### src/shared/cpdr_pkg.sv
// constants for the cache parity diagnostic register bank
package cpdr_pkg;
    // register selects on the coprocessor move port
    localparam logic [2:0] CPDR_SEL_CTRL    = 3'h0;
    localparam logic [2:0] CPDR_SEL_FAULT   = 3'h1;
    localparam logic [2:0] CPDR_SEL_TAG     = 3'h2;
    localparam logic [2:0] CPDR_SEL_DATA    = 3'h3;
    localparam logic [2:0] CPDR_SEL_RETPC   = 3'h4;
    // parity control fields
    localparam int CPDR_CTL_PARITY_ON  = 31;
    localparam int CPDR_CTL_OVERRIDE   = 30;
    localparam int CPDR_CTL_WST        = 29;
    localparam int CPDR_CTL_SPR        = 28;
    localparam int CPDR_CTL_IPAR_LSB   = 4;
    localparam int CPDR_CTL_DPAR_LSB   = 0;
    // fault capture fields
    localparam int CPDR_FLT_REF        = 31;
    localparam int CPDR_FLT_LEVEL      = 30;
    localparam int CPDR_FLT_DATA       = 29;
    localparam int CPDR_FLT_TAG        = 28;
    localparam int CPDR_FLT_SNOOP      = 27;
    localparam int CPDR_FLT_EXTERN     = 26;
    localparam int CPDR_FLT_BOTH       = 25;
    localparam int CPDR_FLT_FATAL      = 24;
    localparam int CPDR_FLT_SPAD       = 23;
    localparam int CPDR_FLT_WAYDIRTY   = 22;
    localparam int CPDR_FLT_WAY_LSB    = 20;
    // tag transfer fields
    localparam int CPDR_TAG_PA_LSB     = 10;
    localparam int CPDR_TAG_DIRTY_PARITY_BITS_LSB   = 20;
    localparam int CPDR_TAG_WSD_LSB    = 16;
    localparam int CPDR_TAG_LRU_LSB    = 10;
    localparam int CPDR_TAG_VALID      = 7;
    localparam int CPDR_TAG_DIRTY      = 6;
    localparam int CPDR_TAG_LOCK       = 5;
    localparam int CPDR_TAG_PAR        = 0;
    // writable masks and reset values
    localparam logic [31:0] CPDR_TAG_MASK_NORM = 32'hFFFF_FCE1;
    localparam logic [31:0] CPDR_TAG_MASK_WST  = 32'h00FF_FCE0;
    localparam logic [31:0] CPDR_CTL_RESET     = 32'h0000_0000;
    localparam logic [31:0] CPDR_FLT_RESET     = 32'h0000_0000;
    // cache operation codes on the maintenance port
    typedef enum logic [1:0] {
        CPDR_OP_LOAD_TAG,
        CPDR_OP_STORE_TAG,
        CPDR_OP_STORE_DATA,
        CPDR_OP_NONE
    } cpdr_op_e;
endpackage

### src/hw/cpdr_regs.sv
// cache parity diagnostic register bank: control, capture, transfer, return pc
//
// Operation
// - wst steers tag ops to way-select array when scratchpad route is clear
// - scratchpad route sends index ops to scratchpad
// - control bits 27:8 read zero
// - icache/dcache parity fields hold data parity
// - parity exception loads whole capture register
// - bit 31 marks instruction or data
// - level bit read-only, resets zero
// - data and tag fault bits
// - snoop origin bit; external bit reads zero
// - both-sides bit, fields describe instruction fault
// - fatal bit on dirty victim, write-back miss way or combined faults
// - scratchpad fault bit read-only, reset zero
// - way dirty fault bit from way-select ram
// - way field reports faulting way
// - index field gives byte-aligned double-word index
// - tag bits 31:10 carry physical line address
// - valid, dirty-needs-valid, lock bits
// - tag parity loaded, stored under override
// - test mode dirty parity, dirty, history fields
// - tag load fills data; data store in test
// - return pc captures restart address
// - return pc read/write mixes instruction set bit
// - parity enable, zero when not built
// - override selects stored over generated parity
`timescale 1ns/1ps
module cpdr_regs
    import cpdr_pkg::*;
#(
    parameter bit PARITY_BUILT = 1'b1
) (
    input  wire logic        clk_sys_i,
    input  wire logic        rst_i,
    // coprocessor move port
    input  wire logic        cop_rd_i,
    input  wire logic        cop_wr_i,
    input  wire logic [2:0]  cop_sel_i,
    input  wire logic [31:0] cop_wdata_i,
    output logic      [31:0] cop_rdata_o,
    // indexed cache operation request from the pipeline
    input  wire logic        cop_op_i,
    input  wire logic [1:0]  cop_op_code_i,
    input  wire logic        cop_op_icache_i,
    // read-back from the arrays for a tag load
    input  wire logic        arr_ld_valid_i,
    input  wire logic [31:0] arr_ld_tag_i,
    input  wire logic        arr_ld_tag_par_i,
    input  wire logic [31:0] arr_ld_data_i,
    input  wire logic [3:0]  arr_ld_data_par_i,
    input  wire logic [3:0]  arr_ld_ws_dpar_i,
    input  wire logic [3:0]  arr_ld_ws_dirty_i,
    input  wire logic [5:0]  arr_ld_ws_lru_i,
    // array write/read strobes
    output logic             tag_wr_o,
    output logic             tag_rd_o,
    output logic             ws_wr_o,
    output logic             ws_rd_o,
    output logic             data_wr_o,
    output logic             spad_wr_o,
    output logic             spad_rd_o,
    output logic      [31:0] arr_wdata_o,
    output logic      [3:0]  arr_wpar_o,
    output logic             parity_on_o,
    // parity error event from the cache controller
    input  wire logic        perr_i,
    input  wire logic        perr_data_ref_i,
    input  wire logic        perr_data_ram_i,
    input  wire logic        perr_tag_ram_i,
    input  wire logic        perr_snoop_i,
    input  wire logic        perr_both_i,
    input  wire logic        perr_dirty_victim_i,
    input  wire logic        perr_wb_miss_way_i,
    input  wire logic        perr_spad_i,
    input  wire logic        perr_way_dirty_i,
    input  wire logic [1:0]  perr_way_i,
    input  wire logic [19:0] perr_index_i,
    // restart address capture on error exception; reset clears it to zero
    input  wire logic        err_exc_i,
    input  wire logic [31:0] err_restart_pc_i,
    input  wire logic        err_isa_i,
    output logic      [1:0]  instr_set_select_o,
    output logic      [31:0] fault_return_pc_o
);
    logic [31:0] ctl_q, ctl_d;
    logic [31:0] flt_q, flt_d;
    logic [31:0] tag_q, tag_d;
    logic [31:0] dat_q, dat_d;
    logic [31:0] pc_q, pc_d;
    logic [1:0]  isa_q, isa_d;
    logic [31:0] rdata_q, rdata_d;
    logic        tag_wr_q, tag_wr_d;
    logic        tag_rd_q, tag_rd_d;
    logic        ws_wr_q, ws_wr_d;
    logic        ws_rd_q, ws_rd_d;
    logic        data_wr_q, data_wr_d;
    logic        spad_wr_q, spad_wr_d;
    logic        spad_rd_q, spad_rd_d;
    logic [31:0] wdata_q, wdata_d;
    logic [3:0]  wpar_q, wpar_d;
    logic [3:0]  gen_bpar;
    logic        gen_wpar;
    logic        par_on, override, way_select_test, scratchpad_route;
    logic [31:0] tag_mask;

    assign par_on   = ctl_q[CPDR_CTL_PARITY_ON];
    assign override = ctl_q[CPDR_CTL_OVERRIDE];
    assign way_select_test      = ctl_q[CPDR_CTL_WST];
    assign scratchpad_route      = ctl_q[CPDR_CTL_SPR];
    assign tag_mask = way_select_test ? CPDR_TAG_MASK_WST : CPDR_TAG_MASK_NORM;

    // generated parity for the word being sent to the arrays
    cpdr_parity #(
        .BYTES (4)
    ) u_par (
        .word_i     (wdata_d),
        .byte_par_o (gen_bpar),
        .word_par_o (gen_wpar)
    );

    // control register: software writes, tag loads refresh parity fields
    always_comb begin
        ctl_d = ctl_q;
        if (cop_wr_i && cop_sel_i == CPDR_SEL_CTRL) begin
            // parity enable only writable when built
            ctl_d[CPDR_CTL_PARITY_ON] = PARITY_BUILT & cop_wdata_i[CPDR_CTL_PARITY_ON];
            ctl_d[CPDR_CTL_OVERRIDE]  = cop_wdata_i[CPDR_CTL_OVERRIDE];
            ctl_d[CPDR_CTL_WST]       = cop_wdata_i[CPDR_CTL_WST];
            ctl_d[CPDR_CTL_SPR]       = cop_wdata_i[CPDR_CTL_SPR];
            ctl_d[7:0]                = cop_wdata_i[7:0];
        end
        if (arr_ld_valid_i) begin
            // load parity from the selected data word, zero when disabled
            if (cop_op_icache_i) begin
                ctl_d[CPDR_CTL_IPAR_LSB +: 4] = par_on ? arr_ld_data_par_i : 4'h0;
            end else begin
                ctl_d[CPDR_CTL_DPAR_LSB +: 4] = par_on ? arr_ld_data_par_i : 4'h0;
            end
        end
        ctl_d[27:8] = 20'h0_0000;
    end

    always_ff @(posedge clk_sys_i) begin
        if (rst_i) begin
            ctl_q <= CPDR_CTL_RESET;
        end else begin
            ctl_q <= ctl_d;
        end
    end

    // fault capture: loaded whole on each parity error exception
    always_comb begin
        flt_d = flt_q;
        if (perr_i) begin
            // every field rewritten for the new fault
            flt_d = 32'h0000_0000;
            // instruction 0, data 1; keeps instruction view on both
            flt_d[CPDR_FLT_REF]      = perr_data_ref_i & ~perr_both_i;
            // only primary-level faults are seen here
            flt_d[CPDR_FLT_LEVEL]    = 1'b0;
            // data and tag ram fault flags
            flt_d[CPDR_FLT_DATA]     = perr_data_ram_i;
            flt_d[CPDR_FLT_TAG]      = perr_tag_ram_i;
            // origin of request; external fault unsupported
            flt_d[CPDR_FLT_SNOOP]    = perr_snoop_i;
            flt_d[CPDR_FLT_EXTERN]   = 1'b0;
            flt_d[CPDR_FLT_BOTH]     = perr_both_i;
            flt_d[CPDR_FLT_FATAL]    = perr_dirty_victim_i | perr_wb_miss_way_i | perr_both_i;
            flt_d[CPDR_FLT_SPAD]     = perr_spad_i;
            flt_d[CPDR_FLT_WAYDIRTY] = perr_way_dirty_i;
            // way is meaningless for tag or scratchpad faults
            flt_d[CPDR_FLT_WAY_LSB +: 2] = perr_way_i;
            flt_d[19:0]              = perr_index_i;
        end
    end

    always_ff @(posedge clk_sys_i) begin
        if (rst_i) begin
            flt_q <= CPDR_FLT_RESET;
        end else begin
            flt_q <= flt_d;
        end
    end

    // tag and data transfer registers
    always_comb begin
        tag_d = tag_q;
        dat_d = dat_q;
        if (cop_wr_i && cop_sel_i == CPDR_SEL_TAG) begin
            tag_d = cop_wdata_i & tag_mask;
            if (!cop_wdata_i[CPDR_TAG_VALID]) begin
                tag_d[CPDR_TAG_DIRTY] = 1'b0;
            end
        end
        if (cop_wr_i && cop_sel_i == CPDR_SEL_DATA) begin
            dat_d = cop_wdata_i;
        end
        if (arr_ld_valid_i) begin
            if (way_select_test) begin
                // way-select view of the transfer register
                tag_d = 32'h0000_0000;
                tag_d[CPDR_TAG_DIRTY_PARITY_BITS_LSB +: 4] = arr_ld_ws_dpar_i;
                tag_d[CPDR_TAG_WSD_LSB +: 4]  = arr_ld_ws_dirty_i;
                tag_d[CPDR_TAG_LRU_LSB +: 6]  = arr_ld_ws_lru_i;
            end else begin
                // line address, state bits, tag parity
                tag_d = arr_ld_tag_i & CPDR_TAG_MASK_NORM;
                // parity bit taken from the tag array
                tag_d[CPDR_TAG_PAR] = par_on & arr_ld_tag_par_i;
            end
            // tag load also returns the data word
            dat_d = arr_ld_data_i;
        end
    end

    always_ff @(posedge clk_sys_i) begin
        if (rst_i) begin
            tag_q <= 32'h0000_0000;
            dat_q <= 32'h0000_0000;
        end else begin
            tag_q <= tag_d;
            dat_q <= dat_d;
        end
    end

    // array steering for indexed cache operations
    always_comb begin
        tag_wr_d  = 1'b0;
        tag_rd_d  = 1'b0;
        ws_wr_d   = 1'b0;
        ws_rd_d   = 1'b0;
        data_wr_d = 1'b0;
        spad_wr_d = 1'b0;
        spad_rd_d = 1'b0;
        wdata_d   = wdata_q;
        wpar_d    = wpar_q;
        if (cop_op_i) begin
            case (cpdr_op_e'(cop_op_code_i))
                CPDR_OP_LOAD_TAG: begin
                    // scratchpad takes the op when routed
                    if (scratchpad_route) begin
                        spad_rd_d = 1'b1;
                    // test mode reads the way-select array
                    end else if (way_select_test) begin
                        ws_rd_d = 1'b1;
                    end else begin
                        tag_rd_d = 1'b1;
                    end
                end
                CPDR_OP_STORE_TAG: begin
                    wdata_d = tag_q;
                    // scratchpad takes the op when routed
                    if (scratchpad_route) begin
                        spad_wr_d = 1'b1;
                    // test mode writes the way-select array
                    end else if (way_select_test) begin
                        ws_wr_d = 1'b1;
                    end else begin
                        tag_wr_d = 1'b1;
                    end
                end
                CPDR_OP_STORE_DATA: begin
                    wdata_d = dat_q;
                    if (scratchpad_route) begin
                        spad_wr_d = 1'b1;
                    // data store allowed only in test mode
                    end else if (way_select_test) begin
                        data_wr_d = 1'b1;
                    end
                end
                default: begin
                    wdata_d = wdata_q;
                end
            endcase
        end
        // zero with parity off, stored parity under override, generated otherwise
        if (cop_op_i) begin
            if (!par_on) begin
                wpar_d = 4'h0;
            end else if (!override) begin
                wpar_d = (cop_op_code_i == 2'(CPDR_OP_STORE_DATA)) ? gen_bpar : {3'h0, gen_wpar};
            end else if (cop_op_code_i == 2'(CPDR_OP_STORE_DATA)) begin
                wpar_d = cop_op_icache_i ? ctl_q[CPDR_CTL_IPAR_LSB +: 4]
                                         : ctl_q[CPDR_CTL_DPAR_LSB +: 4];
            end else if (way_select_test) begin
                // dirty parity stored only under override
                wpar_d = tag_q[CPDR_TAG_DIRTY_PARITY_BITS_LSB +: 4];
            end else begin
                // tag parity written from transfer register
                wpar_d = {3'h0, tag_q[CPDR_TAG_PAR]};
            end
        end
    end

    always_ff @(posedge clk_sys_i) begin
        if (rst_i) begin
            tag_wr_q  <= 1'b0;
            tag_rd_q  <= 1'b0;
            ws_wr_q   <= 1'b0;
            ws_rd_q   <= 1'b0;
            data_wr_q <= 1'b0;
            spad_wr_q <= 1'b0;
            spad_rd_q <= 1'b0;
            wdata_q   <= 32'h0000_0000;
            wpar_q    <= 4'h0;
        end else begin
            tag_wr_q  <= tag_wr_d;
            tag_rd_q  <= tag_rd_d;
            ws_wr_q   <= ws_wr_d;
            ws_rd_q   <= ws_rd_d;
            data_wr_q <= data_wr_d;
            spad_wr_q <= spad_wr_d;
            spad_rd_q <= spad_rd_d;
            wdata_q   <= wdata_d;
            wpar_q    <= wpar_d;
        end
    end

    // return pc and instruction set select; exception capture beats a write
    always_comb begin
        pc_d  = pc_q;
        isa_d = isa_q;
        if (cop_wr_i && cop_sel_i == CPDR_SEL_RETPC) begin
            // pc bit 0 cleared, select taken from bit 0
            pc_d  = {cop_wdata_i[31:1], 1'b0};
            isa_d = {1'b0, cop_wdata_i[0]};
        end
        if (err_exc_i) begin
            // restart address supplied by the pipeline
            pc_d  = err_restart_pc_i;
            isa_d = {1'b0, err_isa_i};
        end
    end

    always_ff @(posedge clk_sys_i) begin
        if (rst_i) begin
            pc_q  <= 32'h0000_0000;
            isa_q <= 2'h0;
        end else begin
            pc_q  <= pc_d;
            isa_q <= isa_d;
        end
    end

    // read mux, registered so the data shows one cycle after the read
    always_comb begin
        rdata_d = rdata_q;
        if (cop_rd_i) begin
            case (cop_sel_i)
                CPDR_SEL_CTRL:  rdata_d = ctl_q;
                CPDR_SEL_FAULT: rdata_d = flt_q;
                CPDR_SEL_TAG:   rdata_d = tag_q;
                CPDR_SEL_DATA:  rdata_d = dat_q;
                // upper 31 bits with low select bit
                CPDR_SEL_RETPC: rdata_d = {pc_q[31:1], isa_q[0]};
                default:        rdata_d = 32'h0000_0000;
            endcase
        end
    end

    always_ff @(posedge clk_sys_i) begin
        if (rst_i) begin
            rdata_q <= 32'h0000_0000;
        end else begin
            rdata_q <= rdata_d;
        end
    end

    assign cop_rdata_o        = rdata_q;
    assign tag_wr_o           = tag_wr_q;
    assign tag_rd_o           = tag_rd_q;
    assign ws_wr_o            = ws_wr_q;
    assign ws_rd_o            = ws_rd_q;
    assign data_wr_o          = data_wr_q;
    assign spad_wr_o          = spad_wr_q;
    assign spad_rd_o          = spad_rd_q;
    assign arr_wdata_o        = wdata_q;
    assign arr_wpar_o         = wpar_q;
    assign parity_on_o        = ctl_q[CPDR_CTL_PARITY_ON];
    assign instr_set_select_o = isa_q;
    assign fault_return_pc_o  = pc_q;
endmodule // cpdr_regs

### src/hw/cpdr_parity.sv
// parity generator for tag and data words sent to the arrays
`timescale 1ns/1ps
module cpdr_parity
    import cpdr_pkg::*;
#(
    parameter int BYTES = 4
) (
    input  wire logic [8*BYTES-1:0] word_i,
    output logic      [BYTES-1:0]   byte_par_o,
    output logic                    word_par_o
);
    // one even-parity bit per byte lane
    genvar g;
    generate
        for (g = 0; g < BYTES; g++) begin : g_lane
            assign byte_par_o[g] = ^word_i[8*g +: 8];
        end
    endgenerate

    assign word_par_o = ^word_i;
endmodule // cpdr_parity

### config.mk
export PLATFORM = sky130hd
export DESIGN_NAME = cpdr_regs
export DESIGN_NICKNAME = d
export VERILOG_FILES = /design/src/shared/cpdr_pkg.sv /design/src/hw/cpdr_regs.sv /design/src/hw/cpdr_parity.sv
export SDC_FILE = /design/constraint.sdc
export NUM_CORES = 1
export LEC_CHECK = 0
export ABC_CLOCK_PERIOD_IN_PS = 6500
export BUFFER_PORTS_ARGS = -buffer_cell sky130_fd_sc_hd__buf_2
export CORE_AREA = 3 3 187 189
export CTS_CLUSTER_DIAMETER = 150
export DETAILED_ROUTE_END_ITERATION = 12
export DIE_AREA = 0 0 190 192
export PLACE_DENSITY = 0.54
export RECOVER_POWER = 25
export SETUP_SLACK_MARGIN = 0.2
export SLEW_MARGIN = 10
export SYNTH_ARGS = -nofsm -noshare
export SYNTH_HDL_FRONTEND = slang
export SYNTH_SLANG_ARGS = --single-unit
### constraint.sdc
create_clock -name clk_sys_i -period 6.5 [get_ports clk_sys_i]
set_input_delay 0 -clock clk_sys_i [delete_from_list [all_inputs] [get_ports clk_sys_i]]
set_output_delay 0 -clock clk_sys_i [all_outputs]
set_load 0.005 [all_outputs]
==> PnR_summary.wiki, run 1 <==
{| class="wikitable"
! Metric !! Value
|-
| Status || complete, but fails checks
|-
| Failing checks || max-capacitance violations, max-slew violations
|-
| Worst VDD drop || 0.157 mV
|-
| Hold path cells || 5
|-
| Post-synthesis cell type count || 39
|-
| Power spent charging and discharging nets || 922 uW
|-
| Yosys warns || 0
|-
| Post-CTS Resized || 0
|-
| Achievable Freq || 327 MHz
|-
| Proportion of synthesized chip area in sequential cells || 41.5%
|-
| Metal3 WL || 2.88 mm
|-
| Final clock period utilization by the worst path || 47.0%
|-
| Number of nets in the synthesized netlist || 1,427
|-
| Cell row count || 67
|-
| Post-synth EDFFs || 0
|-
| Antenna violations before repair || 0
|-
| Final count of hold timing violations || 0
|-
| # Max-Cap Violations || 1
|-
| Leading post-synthesis cells by instance count || nor2_1 (251), dfxtp_1 (208), a21oi_1 (190), mux2i_1 (132), clkbuf_1 (83)
|-
| Number of filler instances in the final layout || 3,339
|-
| Prevailing post-synth register cell || dfxtp_1
|-
| Routability-driven placement congestion ratio || 0.888
|-
| FFs w/ async S/R, synth || 0%
|-
| Cell count after synthesis || 1,231
|-
| Drt first pass iters || 6
|-
| Critical path startpoint || cop_sel_i[1]
|-
| Reg power frac || 40.9%
|-
| Initial DRC Count || 1,013
|-
| TritonCTS clock tree || built
|-
| Top cells by area, synth || dfxtp_1 (41%), mux2i_1 (13%), a21oi_1 (9.5%)
|-
| Number of clock sinks || 208
|-
| Wirelength per Cell || 19.7 um
|-
| Average size of a mapped cell || 8.15 sq um
|-
| Critical path endpoint category || flip-flop
|-
| Diodes inserted || 0
|-
| Type of the worst setup path || input pin to flip-flop
|-
| Switch share || 27.1%
|-
| Cell count of the worst reg-to-reg path || 8
|-
| Data required time of the critical path || 6.87 ns
|-
| First-pass GRT wire length || 62.7 mm
|-
| Clock group share of total power || 42.1%
|-
| Hold path start || arr_ld_ws_dirty_i[0]
|-
| Cell-internal power || 2480 uW
|-
| Cell Area, Synth || 0.0100 sq mm
|-
| Startpoint type of the worst setup path || input pin
|-
| Post-route setup TNS || 0 ns
|-
| Die Area || 0.0365 sq mm
|-
| Stage delay of the slowest cell on the critical path || 0.75 ns
|-
| Met2 layer wire length in the routed design || 18.2 mm
|-
| Most common cell in the synthesized netlist || nor2_1
|-
| CP cell instances || buf_2, nor2b_1, and2_2, buf_4, nand2_1, buf_4, nand2_1, a21oi_1, a21oi_1, dlygate4sd3_1, nor2_1
|-
| Total I/O pin count || 303
|-
| Area used by sequential logic in the layout || 0.00417 sq mm
|-
| Class of the most critical hold timing path || input pin to flip-flop
|-
| CP max-delay cell || nor2b_1
|-
| Pin count of the biggest net entering global routing || 117
|-
| Largest clock skew in the final design || 0.0122 ns
|-
| Final #Nets || 1,857
|-
| Library cell occupying the most area in the post-synthesis netlist || dfxtp_1
|-
| Proportion of layout cells with a drive suffix above 1 || 18.7%
|-
| Routed via count || 10,694
|-
| Combined global-route utilization of all metal layers || 22.1%
|-
| Total half-perimeter wirelength after legalization and detailed placement || 28.9 mm
|-
| Core outline area || 0.0334 sq mm
|-
| Number of buffers on the longest clock path || 3
|-
| Clock transition at the registers of the reported paths || 0.06 ns
|-
| Post-detailed-route count of antenna-violating nets || 0
|-
| Effective utilization at floorplan || 30.0%
|-
| Startpoint of the most critical register-to-register path || tag_q[17]$_SDFFE_PP0P_
|-
| Slew Limit Headroom || -67.9%
|-
| Final global-route overflow total || 0
|-
| Number of failing setup endpoints in the final timing report || 0
|-
| Remaining routing DRC violations || 0
|-
| Multi-input gate area || 0.00541 sq mm
|-
| PortBufs || 294
|-
| Worst setup slack before clock tree synthesis || 3.54 ns
|-
| Pin slew with the least headroom to its limit || 2.52 ns
|-
| Clock buffers created by TritonCTS || 26
|-
| Final number of max-transition violations || 33
|-
| Data arrival time at the worst-slack endpoint || 3.42 ns
|-
| Clock root buffer master || clkbuf_16
|-
| Worst Slack Setup Final || 3.45 ns
|-
| Crit path time final || 3.05 ns
|-
| Highest signal layer in the routed design || met4
|-
| Growth of design area from synthesis to finish || 45.4%
|-
| Fraction of synthesized cell area taken by the top area cell type || 41.5%
|-
| Die W || 190 um
|-
| Power density cells || 233 mW/mm^2
|-
| Total routed wire length on the met1 layer || 19.9 mm
|-
| Drt via density || 5.02
|-
| Via count of the first global-routing pass || 10,273
|-
| Number of H-tree branching levels || 1
|-
| Height of the die || 192 um
|-
| Static leakage || 0.00588 uW
|-
| Logic gate share of total power || 16.9%
|-
| Total Routed Length || 41.9 mm
|-
| Yosys reg bits || 208
|-
| Setup repair after global routing missed its margin || false
|-
| Maximum fanout along the worst path || 56
|-
| Source-to-sink clock delay at the later pin of the worst-skew pair || 0.53 ns
|}
## through the flow
step | power, uW | hold WS (ns) | cell area, sq um | cells | util, %
CTS | 3420 | 0.00132 | 14700 | 2129 | 43.8
global route | 3540 | 0.0350 | 14600 | 2129 | 43.6
floorplan | 1690 | 0.139 | 10000 | 1231 | -
global placement | 1870 | 0.231 | 11700 | 1874 | 35.1
detailed placement | 1870 | 0.234 | 11700 | 1874 | 35.1
finish | 3400 | 0.00950 | 14600 | 2129 | 43.6
## layout by cell type (no fill, tap or decap), types with 17 or more instances in the layout
cell           count
a22o_1            17
clkbuf_16         27
nor2_1           251
nand3_1           38
buf_2            249
xnor2_1           29
mux2i_1          132
dlygate4sd3_1    207
nand2_1           62
a21oi_1          189
a211oi_1          31
a22oi_1           64
dfxtp_1          207
clkbuf_1          52
## state kept, by name, summed over array words and instances (netlist names)
register / flops
ws_rd_o: 1
fault_return_pc_o: 32
tag_wr_o: 1
ws_wr_o: 1
cop_rdata_o: 32
tag_q: 26
arr_wdata_o: 32
data_wr_o: 1
tag_rd_o: 1
instr_set_select_o: 1
ctl_q: 12
spad_wr_o: 1
arr_wpar_o: 4
flt_q: 30
spad_rd_o: 1
dat_q: 32
## layout make-up
class | instances | share of cell area [%]
multi-input cells | 905 | 37.1
flip-flops and latches | 208 | 28.5
repair buffers | 514 | 24.6
clock buffers | 42 | 5.36
well taps | 448 | 3.84
clock inverters | 6 | 0.420
inverters | 6 | 0.154
## power groups by stage
stage / Sequential [uW] / Clock [uW] / Combinational [uW]
final: 1390 / 1430 / 576
after floorplan: 1400 / 0 / 287
after global placement: 1420 / 0 / 450
after CTS: 1390 / 1460 / 569
after global routing: 1400 / 1510 / 630
after detailed placement: 1420 / 0 / 454
## repair_timing
item                                   4_1_cts  5_1_grt
hold buffers                               207        0
endpoints found under the hold margin      139        0
setup buffers                                0        0
## kinds of logic after synthesis
kind of cell	Yosys count	share of synthesized area, %
other	1	0.0374
adders and majority gates	3	0.374
buffers and inverters	118	4.84
xor gates and xnor gates	39	3.54
AOI/OAI and AO/OA	329	19.6
muxes	137	13.7
and+or+nand+nor	396	16.4
DFF	208	41.5
## layer usage
layer / GRT usage (%) / up-vias
li1: - / 5145
met1: 32.6 / 5050
met2: 33.2 / 445
met3: 3.74 / 54
met4: 5.80 / 0
met5: 0 / -
## critical path: cells and delay by family
family	cells	cell delay [ns]
buf+inv	4	1.89
simple gates	5	1.28
compound gates	2	0.20
## path summary, 6_finish.rpt
check / end / slack, ns
min: tag_q[16]$_SDFFE_PP0P_ / 0.009
max reg2reg: arr_wpar_o[0]$_SDFFE_PP0P_ / 4.08
max: dat_q[28]$_SDFFE_PP0P_ / 3.45
min reg2reg: flt_q[31]$_SDFFE_PP0P_ / 0.48
Note: power is estimated with default switching activity, not from simulation.
==> inputs of run 2 (changes only) <==
Settings changed: ABC_CLOCK_PERIOD_IN_PS 6500 to 3000.
Clock period 6.5 ns to 3 ns, I/O delays scaled along.
==> PnR_summary.wiki, run 2 (synthesized netlist as in run 1, its figures left out) <==
{| class="wikitable"
! Metric !! Value
|-
| Setup repair after global routing missed its margin || false
|-
| Effective utilization at floorplan || 30.0%
|-
| PortBufs || 294
|-
| Combined global-route utilization of all metal layers || 22.0%
|-
| Worst VDD drop || 0.472 mV
|-
| R2R setup slack || 0.67 ns
|-
| Post-route setup TNS || 0 ns
|-
| Data required time of the critical path || 3.42 ns
|-
| Failing checks || max-capacitance violations, max-slew violations
|-
| Data arrival time at the worst-slack endpoint || 3.00 ns
|-
| Total half-perimeter wirelength after legalization and detailed placement || 30.1 mm
|-
| Class of the most critical hold timing path || input pin to flip-flop
|-
| Via count of the first global-routing pass || 10,363
|-
| Cell total after placement || 1,886
|-
| Achievable Freq || 387 MHz
|-
| Core outline area || 0.0334 sq mm
|-
| Highest-count cells in the layout ignoring fill and taps || buf_2 (255), nor2_1 (251), dfxtp_1 (207)
|-
| Die Area || 0.0365 sq mm
|-
| Final count of hold timing violations || 0
|-
| Metal3 WL || 2.66 mm
|-
| Final clock period utilization by the worst path || 86.1%
|-
| Maximum fanout along the worst path || 25
|-
| Source-to-sink clock delay at the later pin of the worst-skew pair || 0.53 ns
|-
| CP cell instances || dlygate4sd3_1, buf_2, inv_1, ha_1, and2_4, buf_6, mux2i_1, xnor2_1, xnor2_1, xnor2_1, xnor3_1, nor3_1, nor3b_2
|-
| Total I/O pin count || 303
|-
| CP max-delay cell || dlygate4sd3_1
|-
| Post-detailed-route count of antenna-violating nets || 0
|-
| Die W || 190 um
|-
| Drt first pass iters || 5
|-
| Startpoint type of the worst setup path || input pin
|-
| Clock transition at the registers of the reported paths || 0.06 ns
|-
| Cell Count, Final, Fillers Out || 2,140
|-
| Stage delay of the slowest cell on the critical path || 0.54 ns
|-
| Final number of max-transition violations || 33
|-
| Most common cell after layout, fill and taps aside || buf_2
|-
| Height of the die || 192 um
|-
| Met2 layer wire length in the routed design || 17.9 mm
|-
| TritonCTS clock tree || built
|-
| Final #Nets || 1,869
|-
| Remaining routing DRC violations || 0
|-
| CP dominant cell by count || xnor2_1
|-
| Antenna violations before repair || 1
|-
| Proportion of layout cells with a drive suffix above 1 || 20.0%
|-
| Total Routed Length || 42.0 mm
|-
| Type of the worst setup path || input pin to flip-flop
|-
| Highest signal layer in the routed design || met4
|-
| Pin count of the biggest net entering global routing || 106
|-
| Number of failing setup endpoints in the final timing report || 0
|-
| Routed via count || 10,634
|-
| Cell row count || 67
|-
| Pin slew with the least headroom to its limit || 2.62 ns
|-
| Buffers inserted during post-CTS setup optimization || 0
|-
| Clock buffers created by TritonCTS || 26
|-
| Growth of design area from synthesis to finish || 47.2%
|-
| Power density cells || 509 mW/mm^2
|-
| Initial DRC Count || 857
|-
| Wirelength per Cell || 19.6 um
|-
| Routability-driven placement congestion ratio || 0.854
|-
| Clock root buffer master || clkbuf_16
|-
| Critical path endpoint category || flip-flop
|-
| Drt via density || 4.97
|-
| Number of clock sinks || 208
|-
| Slew Limit Headroom || -74.6%
|-
| Number of buffers on the longest clock path || 3
|-
| Number of H-tree branching levels || 1
|-
| Status || complete, but fails checks
|-
| Static leakage || 0.00601 uW
|-
| Total routed wire length on the met1 layer || 20.0 mm
|-
| Crit path time final || 2.58 ns
|-
| # Max-Cap Violations || 1
|-
| Final global-route overflow total || 0
|-
| First-pass GRT wire length || 62.1 mm
|-
| Largest clock skew in the final design || 0.0152 ns
|}
==> run 2: cell count changes in the layout (fill, tap and decap cells not counted), sizes merged <==
| cell | delta |
|---|---|
| clkbuf | -8 |
| clkinv | +1 |
| inv | -1 |
| diode | +1 |
| dlygate4sd3 | -1 |
| buf | +17 |
| and2 | +1 |
| bufinv | +1 |
==> run 2: final cells by class <==
| type | count | area (sq um) |
|---|---|---|
| Antenna cell | 1 | 2.50 |
| Clock buffer | 39 | 801 |
| Clock inverter | 7 | 87.6 |
| Fill cell | 3300 | 18700 |
| Inverter | 6 | 22.5 |
| Multi-Input combinational cell | 906 | 5420 |
| Sequential cell | 208 | 4170 |
| Tap cell | 448 | 561 |
| Timing Repair Buffer | 525 | 3710 |
==> run 2: timing repair <==
item	4_1_cts	5_1_grt
endpoints found under the setup margin	0	1
hold buffers	206	0
resized for setup	0	3
hold endpoints to repair	140	0
==> run 2: through the flow <==
step	util, %	power (uW)	hold WS, ns	setup WS, ns	area [sq um]
2_1_floorplan	-	3650	0.139	0.782	10000
3_3_place_gp	35.4	4060	0.231	0.411	11900
3_5_place_dp	35.4	4080	0.231	0.349	11900
4_1_cts	44.2	7550	0.00139	0.341	14800
5_1_grt	44.2	7830	0.0228	0.223	14800
6_report	44.2	7520	0.00736	0.416	14800
==> run 2: power breakdown <==
part,internal (uW),switching (uW)
logic,632,619
clock network,2000,1240
registers,2890,145
total,5520,2000
==> run 2: worst paths after layout <==
kind,to,from,depth (start not counted)
min reg2reg,arr_wdata_o[2]$_SDFF_PP0_,arr_wdata_o[2]$_SDFF_PP0_,2
max,arr_wpar_o[0]$_SDFFE_PP0P_,cop_op_code_i[0],13
min,flt_q[29]$_SDFFE_PP0P_,rst_i,2
max reg2reg,arr_wpar_o[0]$_SDFFE_PP0P_,dat_q[9]$_SDFFE_PP0P_,8
==> run 2: per-layer routing <==
metal	track usage, %	vias up
li1	-	5179
met1	32.3	4988
met2	32.7	395
met3	3.47	72
met4	7.19	0
met5	0	-
==> run 2: critical path: cells and delay by family <==
family,cells,cell delay (ns)
AND/OR/NAND/NOR,3,0.57
buffers and inverters,4,0.99
multiplexers,1,0.30
adder cells (fa/ha/maj),1,0.35
XOR/XNOR,4,0.79
==> inputs of run 3 (changes only) <==
Settings changed: ABC_CLOCK_PERIOD_IN_PS 3000 to 3200.
Clock period 3 ns to 3.2 ns, I/O delays scaled along.
==> PnR_summary.wiki, run 3 (synthesized netlist as in run 1, its figures left out) <==
{| class="wikitable"
! Metric !! Value
|-
| Post-detailed-route count of antenna-violating nets || 0
|-
| Number of clock sinks || 208
|-
| Total half-perimeter wirelength after legalization and detailed placement || 29.7 mm
|-
| Slew Limit Headroom || 23.5%
|-
| Cell row count || 67
|-
| Total Routed Length || 42.4 mm
|-
| Achievable Freq || 356 MHz
|-
| Number of filler instances in the final layout || 3,343
|-
| Core outline area || 0.0334 sq mm
|-
| Number of buffers on the longest clock path || 3
|-
| Die W || 190 um
|-
| CP cell instances || buf_2, and2_2, buf_4, mux2i_1, nor2_1, a21oi_1, dlygate4sd3_1, nor2_1, dlygate4sd3_1
|-
| Final clock period utilization by the worst path || 87.8%
|-
| Routability-driven placement congestion ratio || 0.873
|-
| Drt via density || 4.99
|-
| Die Area || 0.0365 sq mm
|-
| Routed via count || 10,828
|-
| Number of failing setup endpoints in the final timing report || 0
|-
| Final global-route overflow total || 0
|-
| Area used by sequential logic in the layout || 0.00417 sq mm
|-
| Effective utilization at floorplan || 30.0%
|-
| Wirelength per Cell || 19.5 um
|-
| Class of the most critical hold timing path || input pin to flip-flop
|-
| Pin count of the biggest net entering global routing || 101
|-
| Status || finished, final reports clean
|-
| Final #Nets || 1,899
|-
| Multi-input gate area || 0.00543 sq mm
|-
| Antenna violations before repair || 3
|-
| Largest clock skew in the final design || 0.0145 ns
|-
| Clock buffers created by TritonCTS || 25
|-
| Growth of design area from synthesis to finish || 50.0%
|-
| First-pass GRT wire length || 62.3 mm
|-
| Post-route setup TNS || 0 ns
|-
| Source-to-sink clock delay at the later pin of the worst-skew pair || 0.53 ns
|-
| Combined global-route utilization of all metal layers || 22.0%
|-
| Worst setup slack before clock tree synthesis || 0.567 ns
|-
| Drt first pass iters || 5
|-
| Type of the worst setup path || input pin to flip-flop
|-
| TritonCTS clock tree || built
|-
| Height of the die || 192 um
|-
| Startpoint type of the worst setup path || input pin
|-
| Total I/O pin count || 303
|-
| Final core utilization || 45.0%
|-
| Setup repair after global routing missed its margin || false
|-
| Highest-count cells in the layout ignoring fill and taps || nor2_1 (251), dlygate4sd3_1 (241), buf_2 (227)
|-
| Clock transition at the registers of the reported paths || 0.06 ns
|-
| Worst hold margin || 0.0273 ns
|-
| Via count of the first global-routing pass || 10,371
|-
| PortBufs || 294
|-
| Static leakage || 0.00608 uW
|-
| Proportion of layout cells with a drive suffix above 1 || 17.7%
|-
| Clock root buffer master || clkbuf_16
|-
| Data arrival time at the worst-slack endpoint || 3.23 ns
|-
| R2R setup slack || 0.87 ns
|-
| Worst Slack Setup Final || 0.390 ns
|-
| Worst VDD drop || 0.358 mV
|-
| Maximum fanout along the worst path || 36
|-
| Power after layout || 7100 uW
|-
| Pin slew with the least headroom to its limit || 1.15 ns
|-
| Power density cells || 471 mW/mm^2
|-
| Most common cell after layout, fill and taps aside || nor2_1
|-
| Critical path endpoint category || flip-flop
|-
| # Max-Cap Violations || 0
|-
| Final number of max-transition violations || 0
|-
| Remaining routing DRC violations || 0
|-
| Final count of hold timing violations || 0
|-
| Stage delay of the slowest cell on the critical path || 0.64 ns
|-
| Crit path time final || 2.81 ns
|-
| Initial DRC Count || 890
|-
| Number of H-tree branching levels || 1
|-
| Data required time of the critical path || 3.62 ns
|-
| CP max-delay cell || buf_2
|}
## run 3: report_power, final
group | internal [uW] | switching, uW
clock network | 1890 | 1160
registers | 2710 | 137
logic | 614 | 585
total | 5220 | 1880
## run 3: worst max-delay path, delay by kind of cell
| family | cells | cell delay [ns] |
|---|---|---|
| AO/OA/AOI/OAI | 1 | 0.21 |
| multiplexers | 1 | 0.25 |
| buffers and inverters | 4 | 2.31 |
| AND/OR/NAND/NOR | 3 | 0.41 |
## run 3: final timing paths
| check | startpoint | to | depth (start not counted) |
|---|---|---|---|
| min reg2reg | arr_wdata_o[8]$_SDFF_PP0_ | arr_wdata_o[8]$_SDFF_PP0_ | 2 |
| max | cop_wr_i | fault_return_pc_o[9]$_SDFFE_PP0P_ | 9 |
| max reg2reg | dat_q[25]$_SDFFE_PP0P_ | arr_wpar_o[3]$_SDFFE_PP0P_ | 9 |
| min | cop_wdata_i[27] | tag_q[27]$_SDFFE_PP0P_ | 5 |
## run 3: timing repair
| action | in CTS | in global routing |
|---|---|---|
| hold buffers | 241 | 0 |
| resized for setup | 0 | 5 |
| buffers inserted | 0 | 1 |
| endpoints found under the hold margin | 162 | 0 |
| endpoints found under the setup margin | 0 | 1 |
## run 3: layer usage
layer	global-route usage (%)	wire, um	vias up
li1	-	-	5249
met4	7.34	1350	0
met5	0	0	-
met2	33.3	18400	416
met1	32.0	20000	5084
met3	3.12	2650	79
## run 3: layout make-up
| class | instances | share of cell area, % |
|---|---|---|
| timing repair buffer | 556 | 26.6 |
| multi-input combinational | 906 | 36.0 |
| tap | 448 | 3.72 |
| clock buffer | 36 | 4.83 |
| sequential | 208 | 27.7 |
| clock inverter | 8 | 0.972 |
| inverter | 6 | 0.150 |
| antenna | 3 | 0.0499 |
## run 3: stage by stage
stage	instances	cell area [sq um]
after floorplan	1231	10000
after global placement	1881	11800
after detailed placement	1881	11800
after CTS	2166	15100
after global routing	2171	15100
final	2171	15100
